File: config.mk
export PLATFORM = sky130hd
export DESIGN_NAME = irpwm_top
export DESIGN_NICKNAME = d
export VERILOG_FILES = /design/src/core/irpwm_pkg.sv /design/src/core/irpwm_top.sv
export SDC_FILE = /design/constraint.sdc
export NUM_CORES = 1
export LEC_CHECK = 0
export ABC_AREA = 1
export BUFFER_PORTS_ARGS = -buffer_cell sky130_fd_sc_hd__buf_2
export CORE_AREA = 3 3 124 102
export DETAILED_ROUTE_END_ITERATION = 16
export DIE_AREA = 0 0 127 105
export PLACE_DENSITY_LB_ADDON = 0.08
export REMOVE_ABC_BUFFERS = 1
export SLEW_MARGIN = 5
export SYNTH_ARGS = -nofsm -noshare
export SYNTH_HDL_FRONTEND = slang
export SYNTH_SLANG_ARGS = --single-unit
File: constraint.sdc
create_clock -name aclk -period 3.6 [get_ports aclk]
set_clock_uncertainty 0.15 [all_clocks]
set_input_delay 0.36 -clock aclk [delete_from_list [all_inputs] [get_ports aclk]]
set_output_delay 0.36 -clock aclk [all_outputs]
set_load 0.02 [all_outputs]
File: src/core/irpwm_pkg.sv
// package: register map, field positions and reset values of the ir carrier / pwm generator
package irpwm_pkg;
    // ****************************************************************
    // register offsets (byte addresses)
    // ****************************************************************
    localparam logic [7:0] IRPWM_IR_CTRL_OFS   = 8'h00;
    localparam logic [7:0] IRPWM_CNT_CTRL_OFS  = 8'h04;
    localparam logic [7:0] IRPWM_PT_CTRL_OFS   = 8'h08;
    localparam logic [7:0] IRPWM_CAR_PRE_OFS   = 8'h0C;
    localparam logic [7:0] IRPWM_HI_PRE_OFS    = 8'h10;
    localparam logic [7:0] IRPWM_LO_PRE_OFS    = 8'h14;
    localparam logic [7:0] IRPWM_INT_STAT_OFS  = 8'h18;
    localparam logic [7:0] IRPWM_INT_MASK_OFS  = 8'h1C;
    localparam logic [7:0] IRPWM_STATUS_OFS    = 8'h20;
    // ****************************************************************
    // field positions
    // ****************************************************************
    localparam int IRPWM_IRE_BIT    = 0;   // infrared_output_enable
    localparam int IRPWM_HF_BIT     = 1;   // carrier_modulate_enable
    localparam int IRPWM_LGP_BIT    = 2;   // low_pulse_only_select
    localparam int IRPWM_CSEL_BIT   = 0;   // clock select: 0 main, 1 sub
    localparam int IRPWM_PSC_LSB    = 1;   // prescaler exponent, 3 bits
    localparam int IRPWM_PSC_W      = 3;
    localparam int IRPWM_EV_CAR     = 0;
    localparam int IRPWM_EV_HI      = 1;
    localparam int IRPWM_EV_LO      = 2;
    localparam int IRPWM_EV_N       = 3;
    // ****************************************************************
    // reset values
    // ****************************************************************
    localparam logic [7:0] IRPWM_CTRL_RST = 8'h00;
    localparam logic [7:0] IRPWM_PRE_RST  = 8'hFF;
    // ****************************************************************
    // bus responses
    // ****************************************************************
    localparam logic [1:0] IRPWM_RESP_OKAY   = 2'h0;
    localparam logic [1:0] IRPWM_RESP_SLVERR = 2'h2;
    typedef enum logic [1:0] {IRPWM_IDLE, IRPWM_HIGH, IRPWM_LOW} irpwm_phase_t;
endpackage

File: src/core/irpwm_top.sv
// module: ir carrier / pwm generator with axi4-lite register slave
`timescale 1ns/1ps
`default_nettype none
module irpwm_top
    import irpwm_pkg::*;
#(
    parameter int ADDR_W = 8
) (
    input  wire logic                aclk,
    input  wire logic                aresetn,
    input  wire logic                ce,
    input  wire logic                main_oscillator_clock,
    input  wire logic                sub_oscillator_clock,
    input  wire logic [ADDR_W-1:0]   s_axi_awaddr,
    input  wire logic                s_axi_awvalid,
    output logic                     s_axi_awready,
    input  wire logic [31:0]         s_axi_wdata,
    input  wire logic [3:0]          s_axi_wstrb,
    input  wire logic                s_axi_wvalid,
    output logic                     s_axi_wready,
    output logic [1:0]               s_axi_bresp,
    output logic                     s_axi_bvalid,
    input  wire logic                s_axi_bready,
    input  wire logic [ADDR_W-1:0]   s_axi_araddr,
    input  wire logic                s_axi_arvalid,
    output logic                     s_axi_arready,
    output logic [31:0]              s_axi_rdata,
    output logic [1:0]               s_axi_rresp,
    output logic                     s_axi_rvalid,
    input  wire logic                s_axi_rready,
    output logic                     infrared_output_pin,
    output logic                     irq
);
    // ****************************************************************
    // registers
    // ****************************************************************
    logic [7:0]             ir_ctrl_ff;
    logic [7:0]             cnt_ctrl_ff;
    logic [7:0]             pt_ctrl_ff;
    logic [7:0]             car_pre_ff;
    logic [7:0]             hi_pre_ff;
    logic [7:0]             lo_pre_ff;
    logic [IRPWM_EV_N-1:0]  int_stat_ff;
    logic [IRPWM_EV_N-1:0]  int_mask_ff;
    // ****************************************************************
    // axi state
    // ****************************************************************
    logic                   aw_held_ff;
    logic [ADDR_W-1:0]      aw_addr_ff;
    logic                   w_held_ff;
    logic [31:0]            w_data_ff;
    logic [3:0]             w_strb_ff;
    logic                   bvalid_ff;
    logic [1:0]             bresp_ff;
    logic                   rvalid_ff;
    logic [1:0]             rresp_ff;
    logic [31:0]            rdata_ff;
    logic                   wr_go;
    logic                   wr_hit;
    logic [7:0]             wr_ofs;
    logic [7:0]             rd_ofs;
    logic [31:0]            rd_val;
    logic                   rd_hit;
    // ****************************************************************
    // timing state
    // ****************************************************************
    logic [1:0]             osc_s1_ff;
    logic [1:0]             osc_s2_ff;
    logic [1:0]             osc_prev_ff;
    logic [1:0]             osc_edge;
    logic [6:0]             car_psc_ff;
    logic [6:0]             pt_psc_ff;
    logic                   car_tick;
    logic                   pt_tick;
    logic [7:0]             car_cnt_ff;
    logic                   car_wave_ff;
    logic [7:0]             hi_cnt_ff;
    logic [7:0]             lo_cnt_ff;
    logic                   lgp_tog_ff;
    irpwm_phase_t           phase_ff;
    irpwm_phase_t           nxt_phase;
    logic                   out_ff;
    logic                   nxt_out;
    logic                   car_uf;
    logic                   hi_uf;
    logic                   lo_uf;
    logic [IRPWM_EV_N-1:0]  ev;
    logic                   infrared_output_enable;
    logic                   hf;
    logic                   low_pulse_only_select;
    assign infrared_output_enable = ir_ctrl_ff[IRPWM_IRE_BIT];
    assign hf  = ir_ctrl_ff[IRPWM_HF_BIT];
    assign low_pulse_only_select = ir_ctrl_ff[IRPWM_LGP_BIT];
    // ****************************************************************
    // axi4-lite write channel
    // ****************************************************************
    assign s_axi_awready = !aw_held_ff && !bvalid_ff;
    assign s_axi_wready  = !w_held_ff && !bvalid_ff;
    assign s_axi_bvalid  = bvalid_ff;
    assign s_axi_bresp   = bresp_ff;
    assign wr_go  = aw_held_ff && w_held_ff && !bvalid_ff;
    assign wr_ofs = 8'(aw_addr_ff);
    assign wr_hit = (wr_ofs <= IRPWM_STATUS_OFS) && (wr_ofs[1:0] == 2'h0);

    always_ff @(posedge aclk) begin
        if (!aresetn) begin
            aw_held_ff <= 1'b0;
            aw_addr_ff <= '0;
            w_held_ff  <= 1'b0;
            w_data_ff  <= 32'h0;
            w_strb_ff  <= 4'h0;
            bvalid_ff  <= 1'b0;
            bresp_ff   <= IRPWM_RESP_OKAY;
        end else if (ce) begin
            if (s_axi_awvalid && s_axi_awready) begin
                aw_held_ff <= 1'b1;
                aw_addr_ff <= s_axi_awaddr;
            end
            if (s_axi_wvalid && s_axi_wready) begin
                w_held_ff <= 1'b1;
                w_data_ff <= s_axi_wdata;
                w_strb_ff <= s_axi_wstrb;
            end
            if (wr_go) begin
                aw_held_ff <= 1'b0;
                w_held_ff  <= 1'b0;
                bvalid_ff  <= 1'b1;
                bresp_ff   <= wr_hit ? IRPWM_RESP_OKAY : IRPWM_RESP_SLVERR;
            end else if (bvalid_ff && s_axi_bready) begin
                bvalid_ff <= 1'b0;
            end
        end
    end

    // control and preset registers; only byte lane 0 carries data
    always_ff @(posedge aclk) begin
        if (!aresetn) begin
            ir_ctrl_ff  <= IRPWM_CTRL_RST;
            cnt_ctrl_ff <= IRPWM_CTRL_RST;
            pt_ctrl_ff  <= IRPWM_CTRL_RST;
            car_pre_ff  <= IRPWM_PRE_RST;
            hi_pre_ff   <= IRPWM_PRE_RST;
            lo_pre_ff   <= IRPWM_PRE_RST;
            int_mask_ff <= '0;
        end else if (ce && wr_go && w_strb_ff[0]) begin
            unique case (wr_ofs)
                IRPWM_IR_CTRL_OFS:  ir_ctrl_ff  <= {5'h0, w_data_ff[2:0]};
                IRPWM_CNT_CTRL_OFS: cnt_ctrl_ff <= {4'h0, w_data_ff[3:0]};
                IRPWM_PT_CTRL_OFS:  pt_ctrl_ff  <= {4'h0, w_data_ff[3:0]};
                IRPWM_CAR_PRE_OFS:  car_pre_ff  <= w_data_ff[7:0];
                IRPWM_HI_PRE_OFS:   hi_pre_ff   <= w_data_ff[7:0];
                IRPWM_LO_PRE_OFS:   lo_pre_ff   <= w_data_ff[7:0];
                IRPWM_INT_MASK_OFS: int_mask_ff <= w_data_ff[IRPWM_EV_N-1:0];
                default: ;
            endcase
        end
    end

    // ****************************************************************
    // axi4-lite read channel
    // ****************************************************************
    assign s_axi_arready = !rvalid_ff;
    assign s_axi_rvalid  = rvalid_ff;
    assign s_axi_rdata   = rdata_ff;
    assign s_axi_rresp   = rresp_ff;
    assign rd_ofs = 8'(s_axi_araddr);

    always_comb begin
        rd_val = 32'h0;
        rd_hit = 1'b1;
        unique case (rd_ofs)
            IRPWM_IR_CTRL_OFS:  rd_val = {24'h0, ir_ctrl_ff};
            IRPWM_CNT_CTRL_OFS: rd_val = {24'h0, cnt_ctrl_ff};
            IRPWM_PT_CTRL_OFS:  rd_val = {24'h0, pt_ctrl_ff};
            IRPWM_CAR_PRE_OFS:  rd_val = {24'h0, car_pre_ff};
            IRPWM_HI_PRE_OFS:   rd_val = {24'h0, hi_pre_ff};
            IRPWM_LO_PRE_OFS:   rd_val = {24'h0, lo_pre_ff};
            IRPWM_INT_STAT_OFS: rd_val = {29'h0, int_stat_ff};
            IRPWM_INT_MASK_OFS: rd_val = {29'h0, int_mask_ff};
            IRPWM_STATUS_OFS:   rd_val = {28'h0, phase_ff == IRPWM_LOW,
                                          phase_ff == IRPWM_HIGH,
                                          phase_ff != IRPWM_IDLE && !infrared_output_enable, out_ff};
            default:            rd_hit = 1'b0;
        endcase
    end

    always_ff @(posedge aclk) begin
        if (!aresetn) begin
            rvalid_ff <= 1'b0;
            rdata_ff  <= 32'h0;
            rresp_ff  <= IRPWM_RESP_OKAY;
        end else if (ce) begin
            if (s_axi_arvalid && s_axi_arready) begin
                rvalid_ff <= 1'b1;
                rdata_ff  <= rd_val;
                rresp_ff  <= rd_hit ? IRPWM_RESP_OKAY : IRPWM_RESP_SLVERR;
            end else if (rvalid_ff && s_axi_rready) begin
                rvalid_ff <= 1'b0;
            end
        end
    end

    // ****************************************************************
    // oscillator synchronisers and prescalers
    // ****************************************************************
    // oscillators are slow foreign clocks, sampled as levels; each must be
    // below half of aclk for every edge to be seen
    always_ff @(posedge aclk) begin
        if (!aresetn) begin
            osc_s1_ff   <= 2'h0;
            osc_s2_ff   <= 2'h0;
            osc_prev_ff <= 2'h0;
        end else if (ce) begin
            osc_s1_ff   <= {sub_oscillator_clock, main_oscillator_clock};
            osc_s2_ff   <= osc_s1_ff;
            osc_prev_ff <= osc_s2_ff;
        end
    end
    genvar g;
    generate
        for (g = 0; g < 2; g++) begin : g_edge
            assign osc_edge[g] = osc_s2_ff[g] && !osc_prev_ff[g];
        end
    endgenerate
    function automatic logic psc_done(input logic [6:0] cnt, input logic [2:0] expo);
        psc_done = (cnt == 7'((8'h01 << expo) - 8'h01));
    endfunction
    assign car_tick = osc_edge[cnt_ctrl_ff[IRPWM_CSEL_BIT]]
                    && psc_done(car_psc_ff, cnt_ctrl_ff[IRPWM_PSC_LSB +: IRPWM_PSC_W]);
    assign pt_tick  = osc_edge[pt_ctrl_ff[IRPWM_CSEL_BIT]]
                    && psc_done(pt_psc_ff, pt_ctrl_ff[IRPWM_PSC_LSB +: IRPWM_PSC_W]);

    always_ff @(posedge aclk) begin
        if (!aresetn || (ce && phase_ff == IRPWM_IDLE)) begin
            car_psc_ff <= 7'h0;
            pt_psc_ff  <= 7'h0;
        end else if (ce) begin
            if (osc_edge[cnt_ctrl_ff[IRPWM_CSEL_BIT]])
                car_psc_ff <= car_tick ? 7'h0 : car_psc_ff + 7'h01;
            if (osc_edge[pt_ctrl_ff[IRPWM_CSEL_BIT]])
                pt_psc_ff <= pt_tick ? 7'h0 : pt_psc_ff + 7'h01;
        end
    end

    // ****************************************************************
    // carrier counter
    // ****************************************************************
    // no carrier events while the pin rests, else idle ticks would keep setting the flag
    assign car_uf = car_tick && car_cnt_ff == 8'h00 && phase_ff != IRPWM_IDLE;
    always_ff @(posedge aclk) begin
        if (!aresetn || (ce && phase_ff == IRPWM_IDLE)) begin
            car_cnt_ff  <= 8'h00;
            car_wave_ff <= 1'b0;
        end else if (ce && car_tick) begin
            if (car_uf) begin
                car_cnt_ff  <= car_pre_ff;
                car_wave_ff <= !car_wave_ff;
            end else begin
                car_cnt_ff <= car_cnt_ff - 8'h01;
            end
        end
    end

    // ****************************************************************
    // pulse-width timers and phase sequencer
    // ****************************************************************
    assign hi_uf = pt_tick && phase_ff == IRPWM_HIGH && hi_cnt_ff == 8'h00;
    assign lo_uf = pt_tick && phase_ff == IRPWM_LOW && lo_cnt_ff == 8'h00;

    always_comb begin
        nxt_phase = phase_ff;
        unique case (phase_ff)
            IRPWM_IDLE: if (infrared_output_enable) nxt_phase = low_pulse_only_select ? IRPWM_LOW : IRPWM_HIGH;
            IRPWM_HIGH: if (hi_uf) nxt_phase = infrared_output_enable ? IRPWM_LOW : IRPWM_IDLE;
            IRPWM_LOW:  if (lo_uf) nxt_phase = !low_pulse_only_select ? IRPWM_HIGH
                                             : (infrared_output_enable ? IRPWM_LOW : IRPWM_IDLE);
        endcase
    end

    always_ff @(posedge aclk) begin
        if (!aresetn) begin
            phase_ff <= IRPWM_IDLE;
        end else if (ce) begin
            phase_ff <= nxt_phase;
        end
    end
    // each timer is loaded as its phase opens; in low-only mode the low timer also reloads on its own underflow
    always_ff @(posedge aclk) begin
        if (!aresetn) begin
            hi_cnt_ff <= 8'h00;
            lo_cnt_ff <= 8'h00;
        end else if (ce) begin
            if (nxt_phase == IRPWM_HIGH && phase_ff != IRPWM_HIGH)
                hi_cnt_ff <= hi_pre_ff;
            else if (pt_tick && phase_ff == IRPWM_HIGH && !hi_uf)
                hi_cnt_ff <= hi_cnt_ff - 8'h01;
            if (nxt_phase == IRPWM_LOW && (phase_ff != IRPWM_LOW || lo_uf))
                lo_cnt_ff <= lo_pre_ff;
            else if (pt_tick && phase_ff == IRPWM_LOW && !lo_uf)
                lo_cnt_ff <= lo_cnt_ff - 8'h01;
        end
    end

    always_ff @(posedge aclk) begin
        if (!aresetn || (ce && phase_ff == IRPWM_IDLE)) begin
            lgp_tog_ff <= 1'b0;
        end else if (ce && lo_uf) begin
            lgp_tog_ff <= !lgp_tog_ff;
        end
    end

    // ****************************************************************
    // output pin
    // ****************************************************************
    always_comb begin
        nxt_out = 1'b0;
        unique case (phase_ff)
            IRPWM_IDLE: nxt_out = 1'b0;
            IRPWM_HIGH: nxt_out = !hf;
            IRPWM_LOW:  nxt_out = hf ? car_wave_ff : (low_pulse_only_select && lgp_tog_ff);
        endcase
    end

    always_ff @(posedge aclk) begin
        if (!aresetn) begin
            out_ff <= 1'b0;
        end else if (ce) begin
            out_ff <= nxt_out;
        end
    end
    assign infrared_output_pin = out_ff;
    // ****************************************************************
    // interrupts
    // ****************************************************************
    assign ev[IRPWM_EV_CAR] = car_uf;
    assign ev[IRPWM_EV_HI]  = hi_uf;
    assign ev[IRPWM_EV_LO]  = lo_uf;
    // a new event in the cycle of its write-one clear stays set
    always_ff @(posedge aclk) begin
        if (!aresetn) begin
            int_stat_ff <= '0;
        end else if (ce) begin
            if (wr_go && w_strb_ff[0] && wr_ofs == IRPWM_INT_STAT_OFS)
                int_stat_ff <= (int_stat_ff & ~w_data_ff[IRPWM_EV_N-1:0]) | ev;
            else
                int_stat_ff <= int_stat_ff | ev;
        end
    end
    assign irq = |(int_stat_ff & int_mask_ff);
endmodule // irpwm_top
`default_nettype wire

==> out/metrics.csv, run 1 <==
stage;metric;value;unit
status;status;complete, no violations;
power;leak pwr;3.40;nW
cts;Reg clk slew, reported paths;60;ps
timing;Final period util;0.838;
min_path;hold_sp;sub_oscillator_clock;
logic_synthesis;Avg Inst Size Synth;6.83;sq um
cts;# resized after CTS;0;
grt;Total GRT Usage;0.253;
cts;TritonCTS clock tree;built;
power;switch share;0.261;
power;combinational fraction of design power;0.136;
critical_path;reg2reg end;lo_cnt_ff[3];
floorplanning;Initial Utilization;0.565;
floorplanning;Die ar.;13300;sq um
timing;Worst-Margin Slew;772;ps
critical_path;Arr. time, crit path;3220;ps
cts;clk root buf;clkbuf_16;
cts;Clock Latency Late Sink;420;ps
power;Reg power frac;0.373;
timing;Final setup violation count;0;
layout;Final Core Density;0.643;
placement;DP Worst Slack;657;ps
drt;Detailed Routing Iterations Pass 1;5;
layout;Design Area, Final;7380;sq um
layout;Layout Nets;1067;
min_path;hold path cells;3;
critical_path;WS Path Type;flip-flop to flip-flop;
critical_path;CP endpoint kind;flip-flop;
cts;Num CTS Buffers;17;
logic_synthesis;Synth Register Bits;121;
logic_synthesis;Yosys top cell area share;0.373;
timing;worst rel slew slack;0.485;
placement;DP Area;6730;sq um
timing;Fin Setup TNS;0;ps
drt;Post-Route WL;16400;um
logic_synthesis;Synth Cell Area;6490;sq um
logic_synthesis;Netlist cell types;48;
placement;dpl hpwl;11700;um
power;Power Dens Cells;517;nW/um^2
layout;most common cell after layout, fill and taps aside;nand2_1;
grt;grt ovf;0;
critical_path;Critical R2R Launch;pt_ctrl_ff[2];
layout;Layout area overhead;13.8;%
timing;RSZ-0062 raised after global routing;false;
drt;Starting DRT DRC Count;538;
cts;clk sink count;121;
drt;DRC;0;
logic_synthesis;proportion of synthesized chip area in sequential cells;0.373;
critical_path;Reg2Reg Depth;16;
logic_synthesis;cell count after synthesis;950;
grt;largest net degree at the start of global routing;82;
timing;Slew Viols, Final;0;
logic_synthesis;Yosys top cell by area;dfxtp_1;
grt;vias in the first global route;5534;
power;total power;3.82;mW
logic_synthesis;Syn. warnings;0;
critical_path;r2r setup slk;580;ps
critical_path;crit start category;flip-flop;
cts;Post-CTS Setup Bufs;0;
logic_synthesis;top cells by area, synth;dfxtp_1, nand2_1, nor2_1;
floorplanning;Site Rows;35;
floorplanning;Die Height;105;um
cts;htree depth;4;
floorplanning;die width;127;um
layout;commonest cells after routing, fill and taps aside;nand2_1, nor2_1, dfxtp_1;
flow_run;max-cap violations;0;
power;P_sw;0.998;mW
floorplanning;CORE AREA;11500;sq um
drt;Routed WL per cell;14.2;um
drt;Vias;6088;
layout;# diodes;0;
drt;vias per cell;5.26;
timing;Min Clock Period, post-route;3020;ps
power;Int Pwr;2.82;mW
placement;I/O Buffers;51;
timing;post-route setup slack;582;ps
timing;final hold viol count;0;
cts;# hold bufs at CTS;0;
layout;layout cells sized above 1;0.107;
min_path;hold crit path type;input pin to flip-flop;
power;clock power share;0.491;
critical_path;CP required;3800;ps
drt;number of routed nets with antenna violations;0;
floorplanning;IO Pins;105;
power;VDD IR max;0.000377;V
min_path;WHS Endpoint;osc_s1_ff[1];
timing;Peak Freq;331;MHz
placement;Placer Congestion;0.961;
grt;initial antenna violation count;0;
critical_path;crit path max fanout;14;
grt;first-pass GRT wire length;27300;um
cts;CTS Buffer Depth;2;
Yosys cell counts (all sizes together):
master / instances
o32ai: 1
xor2: 20
a31o: 1
nor4: 4
nor2: 130
conb: 1
or2: 2
a32o: 1
nor4b: 1
o211ai: 31
a211oi: 3
a221oi: 3
a41oi: 1
a21oi: 66
o31ai: 2
clkbuf: 18
inv: 118
nor3b: 3
nand3: 29
o22ai: 6
nand3b: 2
buf: 37
nand4: 15
nand2: 205
and2: 2
xnor2: 7
o21bai: 2
o21ai: 79
dfxtp: 121
o221ai: 4
a31oi: 2
nor3: 20
ha: 9
clkinv: 4
worst max-delay path by stage:
| stage | startpoint | to | cells past startpoint |
|---|---|---|---|
| finish | pt_ctrl_ff[2] | lo_cnt_ff[3] | 16 |
| floorplan | cnt_ctrl_ff[2] | car_cnt_ff[6] | 13 |
| CTS | pt_ctrl_ff[3] | lo_cnt_ff[3] | 16 |
| global placement | pt_ctrl_ff[3] | lo_cnt_ff[4] | 17 |
| detailed placement | pt_ctrl_ff[3] | lo_cnt_ff[4] | 17 |
| global route | pt_ctrl_ff[3] | lo_cnt_ff[4] | 19 |
cells by family (layout without fill, tap and decap cells):
| family | Yosys count | after routing | synth area share |
|---|---|---|---|
| other | 1 | 26 | 0.000578 |
| adders and majority gates | 9 | 9 | 0.0174 |
| DFF | 121 | 121 | 0.373 |
| buffers and inverters | 177 | 211 | 0.123 |
| xor gates and xnor gates | 27 | 27 | 0.0365 |
| and+or+nand+nor | 413 | 413 | 0.269 |
| AOI/OAI and AO/OA | 202 | 202 | 0.180 |
flip-flops by register name, summed over array words and instances (netlist names), 2 cells and up:
name,cells
hi_cnt_ff,8
car_psc_ff,7
osc_s2_ff,2
pt_psc_ff,7
car_cnt_ff,8
s_axi_rdata,8
int_mask_ff,3
int_stat_ff,3
car_pre_ff,8
osc_prev_ff,2
w_data_ff,8
pt_ctrl_ff,4
osc_s1_ff,2
ir_ctrl_ff,3
lo_pre_ff,8
hi_pre_ff,8
lo_cnt_ff,8
phase_ff,2
cnt_ctrl_ff,4
aw_addr_ff,8
per-stage QoR:
stage	cells	hold WS, ps
4_1_cts	1157	11.2
6_report	1157	10.5
5_1_grt	1157	22.0
2_1_floorplan	920	273
3_3_place_gp	1125	289
3_5_place_dp	1125	289
power by group through the flow:
| stage | Combinational [mW] | Sequential [mW] | Clock (mW) |
|---|---|---|---|
| detailed placement | 0.510 | 1.45 | 0 |
| floorplan | 0.377 | 1.44 | 0 |
| global placement | 0.508 | 1.45 | 0 |
| finish | 0.521 | 1.42 | 1.87 |
| CTS | 0.516 | 1.42 | 1.89 |
| global route | 0.599 | 1.43 | 1.94 |
per-layer routing:
metal,wire (um),global-route usage,up-vias
li1,-,-,3149
met2,7030,0.384,195
met3,1050,0.0572,36
met1,8010,0.358,2708
met5,0,0,-
met4,321,0.0750,0
cell type report:
type	count	area [sq um]
clock buffers	20	457
clock inverters	12	196
fillers	1076	4090
inverters	122	460
multi-input cells	677	3360
flip-flops and latches	121	2420
well taps	148	185
repair buffers	57	300
critical path, stage by stage, from the launching register on:
cell     delay, ps
dfxtp_1        580
nor2_2         100
o21ai_1        130
nand2_1         70
nor2_2         230
nand3_2        200
o21ai_2        190
nand2_1         90
nand2_1         60
nand2_1         40
nand2_1         60
nand2_2        180
nor2_4         350
o21ai_2        220
nand2_1        110
nand2_1         50
nor2_1         120
Power figures use the tool's default switching activity.
==> run 2, diff against run 1 <==
--- a/config.mk
+++ b/config.mk
@@ -5,11 +5,11 @@
 export SDC_FILE = /design/constraint.sdc
 export NUM_CORES = 1
 export LEC_CHECK = 0
-export ABC_AREA = 1
+export ABC_AREA = 0
 export BUFFER_PORTS_ARGS = -buffer_cell sky130_fd_sc_hd__buf_2
-export CORE_AREA = 3 3 124 102
+export CORE_AREA = 3 3 122 101
 export DETAILED_ROUTE_END_ITERATION = 16
-export DIE_AREA = 0 0 127 105
+export DIE_AREA = 0 0 125 104
 export PLACE_DENSITY_LB_ADDON = 0.08
 export REMOVE_ABC_BUFFERS = 1
 export SLEW_MARGIN = 5
==> constraint.sdc (replaced) <==
create_clock -name aclk -period 2.8 [get_ports aclk]
set_clock_uncertainty 0.15 [all_clocks]
set_input_delay 0.28 -clock aclk [delete_from_list [all_inputs] [get_ports aclk]]
set_output_delay 0.28 -clock aclk [all_outputs]
set_load 0.02 [all_outputs]
==> run 2 against run 1 <==
- critical endpoint is now car_cnt_ff[2]
- critical path depth down 4
- fmax grew 6.5%
- register-to-register slack got worse by 610 ps
- the run now ends with setup timing left
- hold slack improved by 4.7 ps
- highest routed layer unchanged
- count of clock-buffer cells in the layout rose by 3
- global-route usage up 2.9 points
- flip-flop and latch count did not move
- sequential power is 27% higher
==> out/metrics.csv, run 2 <==
stage;metric;value;unit;change
logic_synthesis;adder-cell share of the synthesized area;0.0178;;+0.000429
logic_synthesis;multiplexer share of the synthesized area;0.0613;;+0.0613
logic_synthesis;Synth Cell Area;6330;sq um;-2.4%
cts;htree depth;4;;unchanged
status;status;finished, violations left;;
layout;area taken by flip-flops and latches;2430;sq um;+0.41%
drt;WL met2;8890;um;+26%
grt;vias in the first global route;5862;;+5.9%
logic_synthesis;proportion of synthesized chip area in sequential cells;0.383;;+0.00922
power;VDD IR max;0.000535;V;+42%
drt;Routed WL per cell;17.5;um;+23%
timing;Final period util;1.01;;+0.173
floorplanning;Initial Utilization;0.560;;-0.00508
logic_synthesis;Synth Register Bits;121;;unchanged
timing;Final setup violation count;5;;+5
critical_path;cell mode on critical path;or3_4;;
drt;Starting DRT DRC Count;670;;+25%
logic_synthesis;Post-Synth XOR/XNOR Area;0.0291;;-0.00740
logic_synthesis;Yosys top cell by area;dfxtp_1;;
grt;largest net degree at the start of global routing;45;;-45%
power;leak pwr;3.31;nW;-2.6%
floorplanning;Site Rows;35;;unchanged
floorplanning;die width;125;um;-1.6%
logic_synthesis;top cells by area, synth;dfxtp_1, nand2_1, mux2i_1;;
drt;vias per cell;5.94;;+13%
grt;first-pass GRT wire length;30000;um;+10%
drt;met1 WL;7950;um;-0.69%
critical_path;CP endpoint kind;flip-flop;;
logic_synthesis;Avg Inst Size Synth;7.92;sq um;+16%
timing;worst rel slew slack;0.548;;+0.0628
logic_synthesis;number of flops mapped to enable cells by yosys;0;;unchanged
status;failing checks;setup timing;;
cts;Num CTS Buffers;17;;unchanged
power;Power Dens Cells;535;nW/um^2;+3.4%
layout;Layout area overhead;28.4;%;
logic_synthesis;cell count after synthesis;799;;-16%
grt;initial antenna violation count;0;;unchanged
placement;DP Area;6980;sq um;+3.7%
timing;post-route setup slack;-32.2;ps;-615 ps
logic_synthesis;most common cell in the netlist;nand2_1;;
layout;Design Area, Final;8130;sq um;+10%
drt;DRC;0;;unchanged
drt;Post-Route WL;18800;um;+15%
cts;CTS Buffer Depth;2;;unchanged
critical_path;CP max-delay cell;or3_4;;
layout;Layout Nets;986;;-7.6%
floorplanning;CORE AREA;11300;sq um;-1.5%
timing;RSZ-0062 raised after global routing;true;;
drt;number of routed nets with antenna violations;0;;unchanged
critical_path;Arr. time, crit path;2980;ps;-240 ps
logic_synthesis;Synth Area in Compound Gates;0.170;;-0.0102
timing;WHS;15.2;ps;+4.67 ps
logic_synthesis;Syn. warnings;0;;unchanged
placement;dpl hpwl;13200;um;+13%
grt;grt ovf;0;;unchanged
placement;I/O Buffers;51;;unchanged
grt;Total GRT Usage;0.282;;+0.0295
timing;Slew Viols, Final;0;;unchanged
cts;Clock Latency Late Sink;410;ps;about the same
layout;most common cell after layout, fill and taps aside;nand2_1;;
logic_synthesis;ys async rst share;0;;unchanged
floorplanning;Die Height;104;um;-0.95%
layout;# diodes;0;;unchanged
placement;DP Worst Slack;-272;ps;-929 ps
placement;Placer Congestion;0.951;;-0.97%
floorplanning;IO Pins;105;;unchanged
timing;Worst-Margin Slew;675;ps;-96.7 ps
power;total power;4.35;mW;+14%
layout;area of the multi-input gates;3850;sq um;+14%
drt;Vias;6386;;+4.9%
timing;Min Clock Period, post-route;2830;ps;-185 ps
cts;clk root buf;clkbuf_16;;
layout;commonest cells after routing, fill and taps aside;nand2_1, dfxtp_1, nor2_1;;
drt;Detailed Routing Iterations Pass 1;9;;+4
critical_path;max incr delay on CP;390;ps;-190 ps
layout;# fillers;883;;-18%
critical_path;worst-path cell chain;or3_4 > ha_4 > or3_4 > a21boi_2 > o21ai_2 > a211oi_2 > buf_4 > nand2_2 > buf_6 > mux2_2 > a21oi_2 > nor2_1;;
cts;Reg clk slew, reported paths;50;ps;about the same
logic_synthesis;Top FF cell, synth;dfxtp_1;;
critical_path;cell family with most CP delay;simple AND/OR/NAND/NOR gates;;
floorplanning;Die ar.;13000;sq um;-2.5%
logic_synthesis;Yosys top cell area share;0.383;;+0.00922
drt;top sig layer;met4;;
flow_run;max-cap violations;0;;unchanged
layout;layout cells sized above 1;0.236;;+0.129
logic_synthesis;Netlist cell types;67;;+40%
drt;met3 WL;1610;um;+54%
logic_synthesis;largest family of logic cells by synthesized area;simple AND/OR/NAND/NOR gates;;
cts;TritonCTS clock tree;built;;
critical_path;worst path bufs/invs;2;;+2
critical_path;WS Path Type;flip-flop to flip-flop;;
cts;clk sink count;121;;unchanged
timing;Peak Freq;353;MHz;+6.5%
logic_synthesis;simple-gate share of the synthesized area;0.266;;-0.00305
min_path;hold crit path type;input pin to flip-flop;;
critical_path;CP required;2940;ps;-860 ps
timing;final hold viol count;0;;unchanged
logic_synthesis;most frequent cells after synthesis;nand2_1, dfxtp_1, nor2_1;;
layout;Final Core Density;0.719;;+0.0761
critical_path;crit path max fanout;5;;-9
critical_path;crit start category;flip-flop;;
-- run 2: changes by cell type in the layout (fill, tap and decap cells not counted), moves of 9 or more --
cell	before	now
mux2i_1	0	32
o21ai_0	65	11
nor2_1	124	70
nand2_1	202	134
a21oi_1	65	54
o211ai_1	31	8
o21ai_1	12	2
xor2_1	20	8
buf_4	6	64
inv_1	115	24
dlygate4sd3_1	0	20
and3_1	0	10
nand4_1	15	5
a222oi_1	0	9
-- run 2: power breakdown --
part	internal [mW]	switching (mW)	total (mW)	leakage (nW)
Sequential	1.76	0.0417	1.80	0.984
Combinational	0.156	0.258	0.414	2.05
Clock	1.37	0.762	2.13	0.279
-- run 2: cell families (layout without fill, tap and decap cells) --
group	Yosys count	after routing
and+or+nand+nor	354	354
AOI/OAI and AO/OA	161	161
DFF	121	121
buffers and inverters	94	197
muxes	38	38
xor gates and xnor gates	21	21
adders and majority gates	9	9
other	1	26
-- run 2: path summary, 6_finish.rpt --
| path | startpoint | endpoint | slack (ps) | cells after the start |
|---|---|---|---|---|
| max reg2reg | cnt_ctrl_ff[1] | car_cnt_ff[2] | -30 | 12 |
| min reg2reg | aw_addr_ff[6] | aw_addr_ff[6] | 310 | 2 |
| min | s_axi_rready | s_axi_rvalid | 20 | 4 |
| max | cnt_ctrl_ff[1] | car_cnt_ff[2] | -30 | 12 |
-- run 2: through the flow --
step | setup TNS (ps) | std cells
after floorplan | -1750 | 755
after global routing | -2320 | 1075
final | -124 | 1075
after global placement | -489 | 1017
after detailed placement | -2670 | 1017
after CTS | -25.2 | 1069
-- run 2: cell type report --
class | instances | area share
Tap cell | 148 | 0.0228
Inverter | 25 | 0.0115
Clock inverter | 8 | 0.0117
Multi-Input combinational cell | 609 | 0.473
Timing Repair Buffer | 141 | 0.123
Clock buffer | 23 | 0.0588
Sequential cell | 121 | 0.299
-- run 2: per-layer routing --
layer	GRT usage	vias to the layer above
li1	-	3022
met1	0.378	3018
met2	0.465	313
met3	0.0601	33
met4	0.0735	0
met5	0	-
-- run 2: tightest hold or removal path, cell delays in order --
cell	delay, ps
buf_2	80
nand2_1	50
nand2_1	60
a21oi_1	60
-- run 2: timing repair --
item	4_1_cts	5_1_grt
hold buffers	20	0
endpoints found under the setup margin	29	29
pin swaps	5	16
buffers inserted	1	5
cloned	0	1
gates resized for setup	24	55
endpoints found under the hold margin	20	0
